**config.mk**
```make
export PLATFORM = sky130hd
export DESIGN_NAME = cidrs_top
export DESIGN_NICKNAME = d
export VERILOG_FILES = /design/src/core/cidrs_pkg.sv /design/src/core/cidrs_top.sv
export SDC_FILE = /design/constraint.sdc
export NUM_CORES = 1
export LEC_CHECK = 0
export ABC_AREA = 1
export BUFFER_PORTS_ARGS = -buffer_cell sky130_fd_sc_hd__buf_4
export CORE_MARGIN = 4
export CORE_UTILIZATION = 47
export CTS_BUF_LIST = sky130_fd_sc_hd__clkbuf_4
export DETAILED_ROUTE_END_ITERATION = 16
export HOLD_SLACK_MARGIN = 0.08
export PLACE_DENSITY_LB_ADDON = 0.05
export SETUP_SLACK_MARGIN = 0.15
export SYNTH_ARGS = -nofsm -noshare
export SYNTH_HDL_FRONTEND = slang
export SYNTH_HIERARCHICAL = 1
export SYNTH_SLANG_ARGS = --single-unit
export TNS_END_PERCENT = 5
```
**constraint.sdc**
```tcl
create_clock -name mclk -period 2.9 [get_ports mclk]
set_input_delay 0.29 -clock mclk [delete_from_list [all_inputs] [get_ports mclk]]
set_output_delay 0.29 -clock mclk [all_outputs]
set_load 0.05 [all_outputs]
```
**src/core/cidrs_pkg.sv**
```systemverilog
// Constants for the caller ID ring sequencer.
// Assumes a 200 MHz mclk and an FSK demodulator delivering a mark-idle bit stream.
// How it works
// - Ring input is an active-low square wave at 15.3-68.0 Hz during a burst.
// - After the first burst is recognised, drive the caller ID relay output low.
// - Stay on-hook, no loop current, while caller ID is being received.
// - Each word is one start bit, eight data bits, one stop bit.
// - A message is exactly 21 words, the last being a checksum.
// - Message done and relay released before the second ring burst begins.
// - On answer, close the line hold relay so the line goes off-hook; answer_req is taken only in S_CID or S_WAIT.
// - Decode the message and hand its fields to the host.
package cidrs_pkg;
  localparam int unsigned CLK_KHZ = 200000;
  // Longest ring period (1/15.3 Hz) rounded up; no edge for this long ends a burst
  localparam int unsigned RING_GAP_US = 65360;
  localparam int unsigned RING_GAP_CYC = RING_GAP_US * (CLK_KHZ / 1000);
  // Silence longer than the 4 s off time plus margin means the caller gave up
  localparam int unsigned ABANDON_MS = 8000;
  localparam int unsigned ABANDON_CYC = ABANDON_MS * CLK_KHZ;
  localparam int unsigned BIT_RATE = 1200;
  localparam int unsigned BIT_CYC = (CLK_KHZ * 1000) / BIT_RATE;
  localparam logic [4:0] MSG_WORDS = 5'h15;
  localparam logic [4:0] FIRST_DIGIT_WORD = 5'h03;
  localparam logic [4:0] LAST_DIGIT_WORD = 5'h14;
  localparam int unsigned DIGITS = 18;
  localparam logic [7:0] CALLING_NUMBER_DELIVERY_TYPE = 8'h04;
  localparam logic [7:0] DATA_LEN = 8'h12;
  localparam int unsigned FIFO_DEPTH = 32;
  localparam int unsigned WORD_W = 8;
  typedef enum {S_IDLE, S_RING1, S_CID, S_WAIT, S_OFF} cidrs_seq_t;
  typedef enum {RX_MARK, RX_IDLE, RX_START, RX_DATA, RX_STOP} cidrs_rx_t;
endpackage

```
**src/core/cidrs_top.sv**
```systemverilog
// Ring cadence sequencer, caller ID word receiver and its word FIFO.
// Assumes ring_n and fsk_bit are already synchronous to mclk.
`timescale 1ns/1ps

module cidrs_fifo #(
  parameter int unsigned W = 8,
  parameter int unsigned DEPTH = 32
) (
  // Clock and reset
  input wire logic clk,
  input wire logic rst,
  // Fill side
  input wire logic in_valid,
  input wire logic [W-1:0] in_data,
  output logic in_ready,
  // Drain side
  output logic out_valid,
  output logic [W-1:0] out_data,
  input wire logic out_ready
);
  localparam int unsigned AW = $clog2(DEPTH);
  initial begin
    if (DEPTH < 2 || (1 << AW) != DEPTH) $error("cidrs_fifo: DEPTH must be a power of two");
  end
  typedef struct packed {
    logic [AW-1:0] wr;
    logic [AW-1:0] rd;
    logic [AW:0] cnt;
    logic full;
    logic nonempty;
  } cidrs_fifo_st_t;
  cidrs_fifo_st_t s_reg, s_next;
  logic [W-1:0] mem [DEPTH];
  logic push, pop;
  assign push = in_valid && !s_reg.full;
  assign pop = out_ready && s_reg.nonempty;
  assign in_ready = !s_reg.full;
  assign out_valid = s_reg.nonempty;
  assign out_data = mem[s_reg.rd];
  always_comb begin
    s_next = s_reg;
    if (push) s_next.wr = s_reg.wr + 1'b1;
    if (pop) s_next.rd = s_reg.rd + 1'b1;
    s_next.cnt = s_reg.cnt + {{AW{1'b0}}, push} - {{AW{1'b0}}, pop};
    s_next.full = (s_next.cnt == DEPTH[AW:0]);
    s_next.nonempty = (s_next.cnt != '0);
  end
  always_ff @(posedge clk) begin
    if (rst) s_reg <= '0;
    else s_reg <= s_next;
    if (push) mem[s_reg.wr] <= in_data;
  end
endmodule // cidrs_fifo

module cidrs_top
  import cidrs_pkg::*;
#(
  parameter int unsigned RING_GAP = cidrs_pkg::RING_GAP_CYC,
  parameter int unsigned ABANDON = cidrs_pkg::ABANDON_CYC,
  parameter int unsigned BIT_TIME = cidrs_pkg::BIT_CYC
) (
  // Clock and reset
  input wire logic mclk,
  input wire logic reset,
  // Line side
  input wire logic ring_n,
  input wire logic fsk_bit,
  output logic callerid_relay_ctl_n,
  output logic line_hold_relay,
  // Host decisions
  input wire logic answer_req,
  input wire logic hangup_req,
  // Host message stream
  output logic word_valid,
  output logic [cidrs_pkg::WORD_W-1:0] word_data,
  input wire logic word_ready,
  // Decoded message
  output logic msg_done,
  output logic msg_error,
  output logic [4*cidrs_pkg::DIGITS-1:0] cid_digits
);
  import cidrs_pkg::*;
  initial begin
    if (BIT_TIME < 4 || RING_GAP < 2 || ABANDON <= RING_GAP) $error("cidrs_top: bad timing parameters");
  end

  typedef struct packed {
    cidrs_seq_t st;
    cidrs_rx_t rx;
    logic [31:0] ring_cnt;
    logic ring_prev;
    logic [31:0] bit_cnt;
    logic [3:0] bit_idx;
    logic [7:0] shreg;
    logic [4:0] word_idx;
    logic [7:0] sum;
    logic hdr_ok;
    logic err;
    logic [4*DIGITS-1:0] digits;
    logic relay_n;
    logic hold;
    logic done;
    logic push;
    logic [7:0] push_data;
  } cidrs_st_t;
  cidrs_st_t r_reg, r_next;
  logic fifo_ready;
  logic ring_fall;
  logic word_end;

  assign ring_fall = r_reg.ring_prev && !ring_n;
  assign callerid_relay_ctl_n = r_reg.relay_n;
  assign line_hold_relay = r_reg.hold;
  assign msg_done = r_reg.done;
  assign msg_error = r_reg.err;
  assign cid_digits = r_reg.digits;
  assign word_end = (r_reg.rx == RX_STOP) && (r_reg.bit_cnt == '0);

  always_comb begin
    r_next = r_reg;
    r_next.ring_prev = ring_n;
    r_next.done = 1'b0;
    r_next.push = 1'b0;
    // Saturating count of cycles since the last falling ring edge
    if (ring_fall) r_next.ring_cnt = '0;
    else if (r_reg.ring_cnt < ABANDON) r_next.ring_cnt = r_reg.ring_cnt + 32'h1;
    if (r_reg.bit_cnt != '0) r_next.bit_cnt = r_reg.bit_cnt - 32'h1;
    // Word receiver, live only while the relay couples the line
    if (r_reg.st == S_CID) begin
      case (r_reg.rx)
        RX_MARK: begin
          // One mark bit time first, so the carrier preamble never looks like a start bit
          if (!fsk_bit) r_next.bit_cnt = BIT_TIME;
          else if (r_reg.bit_cnt == '0) r_next.rx = RX_IDLE;
        end
        RX_IDLE: begin
          if (!fsk_bit) begin
            r_next.rx = RX_START;
            r_next.bit_cnt = BIT_TIME / 2;
          end
        end
        RX_START: begin
          if (r_reg.bit_cnt == '0) begin
            if (fsk_bit) r_next.rx = RX_IDLE;
            else begin
              // Reload one short: the sample edge itself is a cycle of the bit
              r_next.rx = RX_DATA;
              r_next.bit_cnt = BIT_TIME - 32'h1;
              r_next.bit_idx = 4'h0;
            end
          end
        end
        RX_DATA: begin
          if (r_reg.bit_cnt == '0) begin
            r_next.shreg = {fsk_bit, r_reg.shreg[7:1]};
            r_next.bit_cnt = BIT_TIME - 32'h1;
            r_next.bit_idx = r_reg.bit_idx + 4'h1;
            if (r_reg.bit_idx == 4'h7) r_next.rx = RX_STOP;
          end
        end
        RX_STOP: begin
          if (r_reg.bit_cnt == '0) begin
            r_next.rx = RX_IDLE;
            if (!fsk_bit) r_next.err = 1'b1;
            r_next.word_idx = r_reg.word_idx + 5'h1;
            r_next.sum = r_reg.sum + r_reg.shreg;
            // Host cannot stall the line; a word refused by a full FIFO marks the message bad
            if (fifo_ready) begin
              r_next.push = 1'b1;
              r_next.push_data = r_reg.shreg;
            end else r_next.err = 1'b1;
            if (r_reg.word_idx == 5'h0 && r_reg.shreg != CALLING_NUMBER_DELIVERY_TYPE) r_next.hdr_ok = 1'b0;
            if (r_reg.word_idx == 5'h1 && r_reg.shreg != DATA_LEN) r_next.hdr_ok = 1'b0;
            if (r_next.word_idx >= FIRST_DIGIT_WORD && r_next.word_idx <= LAST_DIGIT_WORD) begin
              r_next.digits = {r_reg.digits[4*DIGITS-5:0], r_reg.shreg[3:0]};
            end
          end
        end
        default: r_next.rx = RX_MARK;
      endcase
    end
    // Ring cadence sequencing
    case (r_reg.st)
      S_IDLE: begin
        if (ring_fall) r_next.st = S_RING1;
      end
      S_RING1: begin
        if (r_reg.ring_cnt >= RING_GAP) begin
          r_next.st = S_CID;
          r_next.relay_n = 1'b0;
          r_next.rx = RX_MARK;
          r_next.bit_cnt = BIT_TIME;
          r_next.word_idx = 5'h0;
          r_next.sum = 8'h00;
          r_next.hdr_ok = 1'b1;
          r_next.err = 1'b0;
          r_next.digits = '0;
        end
      end
      S_CID: begin
        if (word_end && r_reg.word_idx == MSG_WORDS - 5'h1) begin
          r_next.st = S_WAIT;
          r_next.relay_n = 1'b1;
          r_next.done = 1'b1;
          if ((r_reg.sum + r_reg.shreg) != 8'h00 || !r_next.hdr_ok) r_next.err = 1'b1;
        end else if (ring_fall) begin
          // Second burst arrived first: open the path at once to spare the receiver
          r_next.st = S_WAIT;
          r_next.relay_n = 1'b1;
          r_next.err = 1'b1;
          r_next.done = 1'b1;
        end
      end
      S_WAIT: begin
        if (r_reg.ring_cnt >= ABANDON) r_next.st = S_IDLE;
      end
      S_OFF: begin
        if (hangup_req) begin
          r_next.st = S_IDLE;
          r_next.hold = 1'b0;
        end
      end
      default: r_next.st = S_IDLE;
    endcase
    // Answer wins over everything once caller ID reception has begun (S_CID or S_WAIT)
    if (answer_req && (r_reg.st == S_CID || r_reg.st == S_WAIT)) begin
      r_next.st = S_OFF;
      r_next.relay_n = 1'b1;
      r_next.hold = 1'b1;
    end
  end

  always_ff @(posedge mclk) begin
    if (reset) begin
      r_reg <= '0;
      r_reg.st <= S_IDLE;
      r_reg.rx <= RX_MARK;
      r_reg.relay_n <= 1'b1;
      r_reg.ring_prev <= 1'b1;
      r_reg.hdr_ok <= 1'b1;
    end else r_reg <= r_next;
  end

  cidrs_fifo #(.W(WORD_W), .DEPTH(FIFO_DEPTH)) u_fifo (
    .clk(mclk),
    .rst(reset),
    .in_valid(r_reg.push),
    .in_data(r_reg.push_data),
    .in_ready(fifo_ready),
    .out_valid(word_valid),
    .out_data(word_data),
    .out_ready(word_ready)
  );

  ring_start_a: assert property (@(posedge mclk) disable iff (reset)
    r_reg.st == S_IDLE && ring_fall |=> r_reg.st == S_RING1) else $error("first ring edge not taken");
  relay_close_a: assert property (@(posedge mclk) disable iff (reset)
    r_reg.st == S_RING1 && r_reg.ring_cnt >= RING_GAP |=> !callerid_relay_ctl_n && r_reg.st == S_CID)
    else $error("relay not closed after first burst");
  onhook_hold_a: assert property (@(posedge mclk) disable iff (reset)
    !(!callerid_relay_ctl_n && line_hold_relay)) else $error("loop current while coupling caller id");
  word_count_a: assert property (@(posedge mclk) disable iff (reset)
    msg_done && !msg_error |-> r_reg.word_idx == MSG_WORDS) else $error("clean message not 21 words");
  header_ok_a: assert property (@(posedge mclk) disable iff (reset)
    msg_done && !msg_error |-> r_reg.hdr_ok) else $error("bad header accepted");
  second_ring_a: assert property (@(posedge mclk) disable iff (reset)
    r_reg.st == S_CID && ring_fall |=> callerid_relay_ctl_n ##1 callerid_relay_ctl_n)
    else $error("relay held into second burst");
  answer_hook_a: assert property (@(posedge mclk) disable iff (reset)
    answer_req && r_reg.st inside {S_CID, S_WAIT} |=> line_hold_relay && r_reg.st == S_OFF)
    else $error("answer did not seize line");
  word_push_a: assert property (@(posedge mclk) disable iff (reset)
    word_end && fifo_ready && r_reg.st == S_CID |=> r_reg.push && r_reg.push_data == $past(r_reg.shreg))
    else $error("received word not handed over");
  digit_shift_a: assert property (@(posedge mclk) disable iff (reset)
    word_end && r_reg.st == S_CID && r_reg.word_idx >= 5'h2 && r_reg.word_idx <= 5'h13
    |=> cid_digits[3:0] == $past(r_reg.shreg[3:0])) else $error("digit not captured");
  checksum_a: assert property (@(posedge mclk) disable iff (reset)
    msg_done && r_reg.word_idx == MSG_WORDS && r_reg.sum != 8'h00 |-> msg_error)
    else $error("bad checksum not flagged");
endmodule // cidrs_top

```
---- Word level (Yosys, flattened, before mapping) ----
Memory sizes are Yosys's and may differ from the RTL's. A register that Yosys moved wholly into a read port is not among the register bits.
Cells that the tools add are included.
storage, ports and cells
  output and inout port bits .............. 85
  memory bits (writable) .................. 256
  logic and storage cells ................. 166
  input port bits ......................... 7
  memories ................................ 1
  register bits after elaboration ......... 258
operators by class
  mux-type cells .......................... 57
  bitwise gates (word level) .............. 5
  order comparisons ....................... 5
  add/sub/neg operators ................... 9
  reductions and logical operators ........ 36
  equality and inequality tests ........... 30
memory list
  name        words  width  rd ports  clocked after memory_dff  wr ports  RTL line         RTL
  u_fifo.mem  32     8      1         1                         1         cidrs_top.sv:33  logic [W-1:0] mem [DEPTH];
operators by type and width
  kind                                                                  count
  2-to-1 mux 32 bit                                                     18
  case mux 32 bit (5 select lines)                                      2
  2-to-1 mux 87 bit                                                     2
  2-to-1 mux 72 bit                                                     2
  2-to-1 mux 131 bit                                                    1
  == test 32 x 2 -> 1 bit (second input constant)                       4
  == test 32 x 3 -> 1 bit (second input constant)                       4
  case mux 32 bit (4 select lines)                                      1
  zero test 32 bit                                                      3
  2-to-1 mux 88 bit                                                     1
  2-to-1 mux 36 bit                                                     2
  == test 32 x 1 -> 1 bit (second input constant)                       2
  2-to-1 mux 64 bit                                                     1
  2-to-1 mux 44 bit                                                     1
  adder 32 x 1 -> 32 bit (second input constant)                        1
  == test 32 x 4 -> 1 bit (second input constant)                       1
  greater-or-equal comparator 32 x 24 -> 1 bit (second input constant)  1
  greater-or-equal comparator 32 x 31 -> 1 bit (second input constant)  1
  < comparator 32 x 31 -> 1 bit (second input constant)                 1
  nonzero test 32 bit                                                   1
  subtractor 32 x 1 -> 32 bit (second input constant)                   1
  2-to-1 mux 1 bit                                                      16
  adder 5 x 1 -> 5 bit (second input constant)                          3
  inequality test 3 bit (second input constant)                         5
  other kinds (36)                                                      67

---- Logic depth before layout (Yosys ltp) ----
Gate-level depths: netlist of run 1.
  depth after elaboration ................. 12
  depth in mapped cells ................... 15
  mapped depth without buffers ............ 15

---- Cells and area by module ----
The synthesis of run 1 kept the hierarchy.
by module, submodules not included
  module      times used  cells each  sequential area each (um^2)  area an instance (um^2)
  cidrs_fifo  1           1,047       8,147.8                      11,652.4
  cidrs_top   1           1,615       4,224.1                      10,948.0

---- Least setup slack after synthesis of run 1 ----
Ideal clock, no wire load.
  path kind ............................... reg2reg
  start ................................... reg u_fifo.s_reg (netlist bit u_fifo/out_valid)
  end ..................................... reg u_fifo.s_reg (netlist bit u_fifo/out_valid)
  period minus slack after synthesis ...... 2.468 ns
  setup time .............................. 0.115 ns
  data arrival time ....................... 2.353 ns
  cell stages (with the launch flop) ...... 14
  path buffers ............................ 0
  data required time ...................... 2.785 ns
  path slack .............................. 0.432 ns
  cells stage by stage .................... dfxtp_1 > nand2_1 > nor2_1 > inv_1 > nand2_1 > ha_1 > inv_1 > fa_1 > nand3b_1 > nand2_1 > xor2_1 > nand3_1 > nand2_1 > nand2_1
between the ends
  word-level cells in the longest chain between the ends .. 3
ends and longest elaborated chain
  element                    RTL line         RTL
  start, declared            cidrs_top.sv:32  cidrs_fifo_st_t s_reg, s_next;
  start signal, assigned     cidrs_top.sv:50  else s_reg <= s_next;
  logical AND 1 bit          cidrs_top.sv:36  assign pop = out_ready && s_reg.nonempty;
  subtractor 6 x 1 -> 6 bit  cidrs_top.sv:44  s_next.cnt = s_reg.cnt + {{AW{1'b0}}, push} - {{AW{1'b0}}, pop};
  nonzero test 6 bit         cidrs_top.sv:46  s_next.nonempty = (s_next.cnt != '0);
No other way between the ends.
A chain may end at the register's enable or synchronous reset.

==> results of run 1 <==
-- area by class of cell --
type / instances / area, µm² / share of cell area [%]
antenna: 5 / 12.5 / 0.0470
clock buffer: 215 / 1610 / 6.06
clock inverter: 21 / 130 / 0.489
inverter: 215 / 836 / 3.14
multi-input combinational: 1777 / 8690 / 32.6
sequential: 490 / 12400 / 46.5
tap: 615 / 769 / 2.89
timing repair buffer: 195 / 2170 / 8.17
timing repair inverter: 2 / 27.5 / 0.103
-- synth_stat cells, types with 2 or more instances --
cell	instances	area, µm²
sky130_fd_sc_hd__nor4_1	9	56.3
sky130_fd_sc_hd__clkinv_1	2	7.51
sky130_fd_sc_hd__buf_2	25	125
sky130_fd_sc_hd__o21ai_0	53	265
sky130_fd_sc_hd__nor2_4	4	45.0
sky130_fd_sc_hd__nand2_2	2	12.5
sky130_fd_sc_hd__fa_1	2	40.0
sky130_fd_sc_hd__a211oi_1	19	143
sky130_fd_sc_hd__o211ai_1	6	45.0
sky130_fd_sc_hd__nand4_1	33	206
sky130_fd_sc_hd__xnor2_1	14	123
sky130_fd_sc_hd__nor2_1	342	1280
sky130_fd_sc_hd__a21oi_1	90	450
sky130_fd_sc_hd__inv_2	5	18.8
sky130_fd_sc_hd__buf_1	5	18.8
sky130_fd_sc_hd__nor3b_1	3	22.5
sky130_fd_sc_hd__o21ai_1	62	310
sky130_fd_sc_hd__nor2_2	10	62.6
sky130_fd_sc_hd__inv_1	207	777
sky130_fd_sc_hd__buf_6	29	327
sky130_fd_sc_hd__a31oi_1	2	12.5
sky130_fd_sc_hd__or2_2	4	25.0
sky130_fd_sc_hd__clkbuf_1	43	161
sky130_fd_sc_hd__nor3_1	40	200
sky130_fd_sc_hd__a31o_2	3	26.3
sky130_fd_sc_hd__nand3_1	274	1370
sky130_fd_sc_hd__buf_4	78	586
sky130_fd_sc_hd__ha_1	27	338
sky130_fd_sc_hd__edfxtp_1	256	7690
sky130_fd_sc_hd__nand3b_1	3	22.5
sky130_fd_sc_hd__xor2_1	36	315
sky130_fd_sc_hd__dfxtp_1	234	4680
sky130_fd_sc_hd__nand2_1	732	2750
-- stage by stage --
stage / utilization [%] / setup slack (ps) / instance area (µm²) / TNS (ps)
after global routing: 55.9 / -166 / 26600 / -1180
final: 55.9 / -35.1 / 26600 / -55.5
after CTS: 54.3 / -82.9 / 25900 / -558
after detailed placement: 49.1 / 352 / 23400 / 0
after global placement: 49.1 / 388 / 23400 / 0
after floorplan: - / 432 / 22600 / 0
-- critical path, delay by kind of cell (launching register included) --
| kind | cells | cell delay [ps] |
|---|---|---|
| buffers and inverters | 4 | 680 |
| AND/OR/NAND/NOR | 8 | 620 |
| flip-flops | 1 | 420 |
-- worst max-delay path by stage --
| stage | end | slack [ps] |
|---|---|---|
| floorplan | u_fifo/out_valid$_SDFF_PP0_ | 430 |
| global placement | r_reg[0]$_SDFFE_PP0P_ | 390 |
| detailed placement | r_reg[0]$_SDFFE_PP0P_ | 350 |
| CTS | word_data[4] | -80 |
| global route | word_data[2] | -170 |
| finish | word_data[0] | -40 |
-- kinds of logic after synthesis --
logic type,after synthesis,share of synthesized area [%]
AOI/OAI and AO/OA,237,5.61
xor gates and xnor gates,50,1.94
adders and majority gates,29,1.67
buffers and inverters,395,8.96
DFF,490,54.7
and+or+nand+nor,1461,27.1
-- what timing repair did --
action                                  CTS  global route
pin swaps                                20            69
buffers inserted                          6             2
endpoints found under the hold margin    90             0
resized for setup                        76            97
hold buffers                             11             0
endpoints found under the setup margin    8            51
gates cloned                             10            15
-- metal layers --
metal / up-vias / GRT usage, % / routed length [µm]
met5: - / 0 / 0
li1: 9119 / - / -
met4: 0 / 8.47 / 1420
met3: 106 / 4.54 / 3180
met1: 8534 / 28.3 / 25800
met2: 492 / 37.1 / 28100
-- report_power, final --
part           switching [mW]  internal (mW)  leakage [nW]
combinational            3.55           2.09          6.21
sequential              0.256           7.49          3.79
clock                    2.86           3.43          1.04
total                    6.66           13.0          11.0
==> impl_metrics.json, run 1 <==
{
  "failed_checks": "negative setup slack",
  "die_y_um": 227,
  "grt_usage_pct": 22.1,
  "hold_depth": 4,
  "detailedRoute.firstPassIterationCount": 6,
  "cts_root_buf": "sky130_fd_sc_hd__clkbuf_4",
  "crit_path_start_kind": "flip-flop",
  "route.detailed.drc": 0,
  "clk_pin_slew_worst_paths_ps": 70,
  "number_of_cells_on_the_worst_reg_to_reg_path": 15,
  "drt_iter0_markers": 1284,
  "place.port_buffers": 91,
  "core.rowCount": 80,
  "chipWidth_um": 227,
  "relSlewSlack_pct": 36.4,
  "nNetsFinal": 2855,
  "syn_area_mm2": 0.0226,
  "area_growth_syn_to_layout_pct": 17.8,
  "cp_data_arrival_time_ps": 2650,
  "cp_cell_sequence": "buf_12 -> buf_12 -> clkbuf_16 -> nand2_2 -> nand3_2 -> nand3_2 -> nand2_2 -> nand2_1 -> nand2_1 -> nand2_1 -> nand2_2 -> buf_8",
  "dp.cells": 3250,
  "yosys_most_used_dff": "sky130_fd_sc_hd__edfxtp_1",
  "setup.reg_to_reg.worst_slack_ps": 410,
  "maximum_number_of_pins_on_one_net_before_global_route_repair": 85,
  "hold_viol": 0,
  "worstSetupPathType": "flip-flop to output pin",
  "share_of_the_cycle_needed_by_the_critical_path_after_routing_pct": 101,
  "yosysUniqueCellTypes": 41,
  "detail-route-antenna-nets": 0,
  "routabilityCongestion": 0.910,
  "rr_endpoint": "u_fifo/out_valid$_SDFF_PP0_",
  "timing.critical_path.fanout_max": 7,
  "route.vias.total": 18300,
  "routedWlPerCell_um": 16.5,
  "dp_hpwl_um": 34800,
  "most-common-layout-cells": "sky130_fd_sc_hd__nand2_1 (680), sky130_fd_sc_hd__nor2_1 (341), sky130_fd_sc_hd__edfxtp_1 (256)",
  "setup_viol": 6,
  "post_layout_nonfiller_instances": 3535,
  "worst_path_largest_cell_delay_ps": 420,
  "top_level_ports": 92,
  "synth_async_sr_flop_share_pct": 0,
  "seq_area_frac_synth_pct": 54.7,
  "power_leakage_nw": 11.0,
  "number_of_global_route_vias_before_repair": 17500,
  "initial_utilization_pct": 47.4,
  "cts_inserted_buffers": 138,
  "syn-num-nets": 2698,
  "core_area_mm2": 0.0476,
  "clock_sinks": 490,
  "worstSetupEndpointType": "output pin",
  "grt_pass1_wl_um": 90600,
  "cts_tree": "yes",
  "grt_setup_unrepaired": "yes",
  "hp-start": "fsk_bit",
  "timing_max_transition_violations_final": 0,
  "ys_warn_count": 6,
  "layout_setup_ws_ps": -35.1,
  "min_to": "r_reg[106]$_SDFFE_PP0P_",
  "synthCells": 2662,
  "run_status": "finished with violations",
  "final_common_cell": "sky130_fd_sc_hd__nand2_1",
  "clk_lat_worst_skew_ps": 950,
  "routed_via_density": 5.16,
  "htree_depth": 4,
  "antenna_violations_before_repair": 1,
  "cellPowerDensity_mw_per_mm2": 739,
  "hold_path.class": "input port to flip-flop",
  "max_freq_mhz": 341,
  "peakVddDrop_uv": 437,
  "die_area_mm2": 0.0517,
  "maxCapViolCount": 0,
  "period_needed_ps": 2940,
  "critPathSlowestCell": "sky130_fd_sc_hd__dfxtp_4",
  "fin_total_pwr_mw": 19.7,
  "hold_slack_ps": 324,
  "worstReg2RegStart": "u_fifo/s_reg[1]$_SDFF_PP0_",
  "grt_overflow": 0,
  "cts_buffer_depth": 3,
  "worst-slew-pin-transition_ps": 951,
  "largest_register_ffs": 256,
  "drive_gt1_share_pct": 19.4,
  "synthesis.area_per_instance_um2": 8.49,
  "data_required_time_of_the_critical_path_ps": 2610,
  "wl_um": 58500,
  "layout.filler_cells": 4394,
  "synth.ff_latch_count": 490,
  "synth_enable_flop_cells": 256,
  "clock_skew_ps": 66.1
}
Note: power is estimated with default switching activity, not from simulation.
==> run 2: changes to the inputs <==
clock period = 3.71 ns   (was 2.9 ns; I/O delays follow)
==> run 2 against run 1 <==
  * The flow now finishes without violations
  * Hold slack improved by 83 ps
  * Cell count fell by 1.9%
  * Register-to-register slack improved by 600 ps
  * Die area did not move
  * Non-clock buffer count fell by 62
  * Core utilization fell by 3.3 points
  * Routed wire length fell by 8.0%
  * Global-route usage fell by 1.2 points
  * Largest cell class unchanged
  * Largest power group unchanged
  * Highest routed layer unchanged
==> impl_metrics.json, run 2 (synthesis gave the netlist of run 1 again) <==
{
  "run_status": "completed",
  "worstSetupPathType": "flip-flop to output pin",
  "rr_endpoint": "cid_digits[61]$_SDFF_PP0_",
  "fin_total_pwr_mw": 14.7,
  "wl_um": 53800,
  "post-place-ws_ps": 1050,
  "core.rowCount": 80,
  "crit_path_start_kind": "flip-flop",
  "post_cts_sizing": 0,
  "maximum_number_of_pins_on_one_net_before_global_route_repair": 145,
  "grt_overflow": 0,
  "hold_viol": 0,
  "max_freq_mhz": 308,
  "power.share.clock_pct": 34.4,
  "top_level_ports": 92,
  "cts_inserted_buffers": 136,
  "data_required_time_of_the_critical_path_ps": 3340,
  "timing_endpoint_of_the_critical_path": "word_data[4]",
  "grt_pass1_wl_um": 86200,
  "clk_lat_worst_skew_ps": 930,
  "route.vias.total": 17600,
  "hold_path.class": "input port to flip-flop",
  "route.detailed.drc": 0,
  "relSlewSlack_pct": 41.1,
  "number_of_global_route_vias_before_repair": 16900,
  "routabilityCongestion": 0.857,
  "detailedRoute.firstPassIterationCount": 5,
  "layout_setup_ws_ps": 460,
  "antenna_violations_before_repair": 1,
  "met1_length_um": 24400,
  "detail-route-antenna-nets": 0,
  "top_layer": "met4",
  "grt_usage_pct": 20.9,
  "cp_data_arrival_time_ps": 2880,
  "drive_gt1_share_pct": 13.2,
  "worstReg2RegStart": "r_reg[111]$_SDFF_PP0_",
  "setup.reg_to_reg.worst_slack_ps": 1010,
  "power_leakage_nw": 10.4,
  "area_growth_syn_to_layout_pct": 10.9,
  "routed_via_density": 5.09,
  "core_area_mm2": 0.0476,
  "dp_hpwl_um": 34500,
  "net_switching_power_figure_mw": 4.83,
  "post_cts_buffers": 0,
  "timing.critical_path.fanout_max": 31,
  "most-common-layout-cells": "sky130_fd_sc_hd__nand2_1 (731), sky130_fd_sc_hd__nor2_1 (342), sky130_fd_sc_hd__nand3_1 (274)",
  "initial_utilization_pct": 47.4,
  "nNetsFinal": 2789,
  "layout.filler_cells": 4582,
  "cellPowerDensity_mw_per_mm2": 586,
  "finish.utilization_pct": 52.6,
  "power.share.combinational_pct": 24.5,
  "cts_tree": "yes",
  "setup_viol": 0,
  "chipWidth_um": 227,
  "share_of_the_cycle_needed_by_the_critical_path_after_routing_pct": 87.6,
  "grt_setup_unrepaired": "no",
  "seq_power_share_pct": 41.1,
  "final_common_cell": "sky130_fd_sc_hd__nand2_1",
  "htree_depth": 4,
  "finalSetupTns_ps": 0,
  "period_needed_ps": 3250,
  "internal_power_mw": 9.87,
  "peakVddDrop_uv": 321,
  "place.port_buffers": 91,
  "met2WireLength_um": 25400,
  "cts_root_buf": "sky130_fd_sc_hd__clkbuf_4",
  "switching_share_pct": 32.8,
  "hold_bufs_at_cts": 10,
  "timing_max_transition_violations_final": 0,
  "routedWlPerCell_um": 15.5,
  "die_y_um": 227,
  "clock_sinks": 490,
  "drt_iter0_markers": 1277,
  "wl_met3_um": 2900,
  "largest_register_ffs": 256,
  "number_of_cells_on_the_worst_reg_to_reg_path": 12,
  "clk_pin_slew_worst_paths_ps": 60,
  "maxCapViolCount": 0,
  "worstSetupEndpointType": "output pin",
  "worst-slew-pin-transition_ps": 880,
  "cts_buffer_depth": 3,
  "die_area_mm2": 0.0517,
  "clock_skew_ps": 35.6
}
run 2: power by group through the flow:
stage	combinational, mW	clock [mW]	sequential (mW)
finish	3.60	5.05	6.04
detailed placement	3.59	0	6.16
global route	4.07	5.58	6.07
global placement	3.57	0	6.15
floorplan	2.82	0	6.14
CTS	3.62	5.26	6.04
run 2: worst min path at each step:
| stage | from | to | slack (ps) | depth (start not counted) |
|---|---|---|---|---|
| after floorplan | r_reg[85]$_SDFF_PP1_ | r_reg[85]$_SDFF_PP1_ | 420 | 2 |
| after global placement | r_reg[206]$_SDFF_PP0_ | r_reg[206]$_SDFF_PP0_ | 430 | 2 |
| after detailed placement | r_reg[195]$_SDFF_PP0_ | r_reg[195]$_SDFF_PP0_ | 430 | 2 |
| after CTS | answer_req | callerid_relay_ctl_n$_SDFFE_PP1P_ | 260 | 6 |
| after global routing | fsk_bit | r_reg[106]$_SDFFE_PP0P_ | 330 | 4 |
| final | answer_req | callerid_relay_ctl_n$_SDFFE_PP1P_ | 410 | 6 |
run 2: critical path, stage by stage, from the launching register on:
cell and delay [ps]:
sky130_fd_sc_hd__dfxtp_4 360, sky130_fd_sc_hd__clkinv_2 260, sky130_fd_sc_hd__buf_12 290, sky130_fd_sc_hd__buf_12 170, sky130_fd_sc_hd__nand2_1 60, sky130_fd_sc_hd__nand3_1 110
sky130_fd_sc_hd__nand3_1 120, sky130_fd_sc_hd__nand2_1 70, sky130_fd_sc_hd__nand2_1 100, sky130_fd_sc_hd__nand2_1 70, sky130_fd_sc_hd__nand2_1 60, sky130_fd_sc_hd__nand2_1 80
sky130_fd_sc_hd__buf_4 200
run 2: cell type report:
| cell class | count | area (µm²) | area share, % |
|---|---|---|---|
| clock inverter | 35 | 280 | 1.12 |
| antenna | 2 | 5.00 | 0.0200 |
| clock buffer | 202 | 1520 | 6.05 |
| tap | 615 | 769 | 3.07 |
| multi-input combinational | 1777 | 8210 | 32.7 |
| timing repair buffer | 133 | 1100 | 4.38 |
| sequential | 490 | 12400 | 49.4 |
| inverter | 215 | 810 | 3.23 |
run 2: through the flow:
stage               std cells  hold slack, ps  cell area (µm²)
floorplan                2662             422            22600
global placement         3220             431            23200
detailed placement       3220             434            23200
CTS                      3467             260            25100
global route             3469             333            25100
finish                   3469             406            25100
run 2: layer usage:
layer | GRT usage (%) | up-vias
met5 | 0 | -
met4 | 6.89 | 0
met3 | 5.51 | 96
met2 | 34.1 | 435
met1 | 27.4 | 8179
li1 | - | 8939
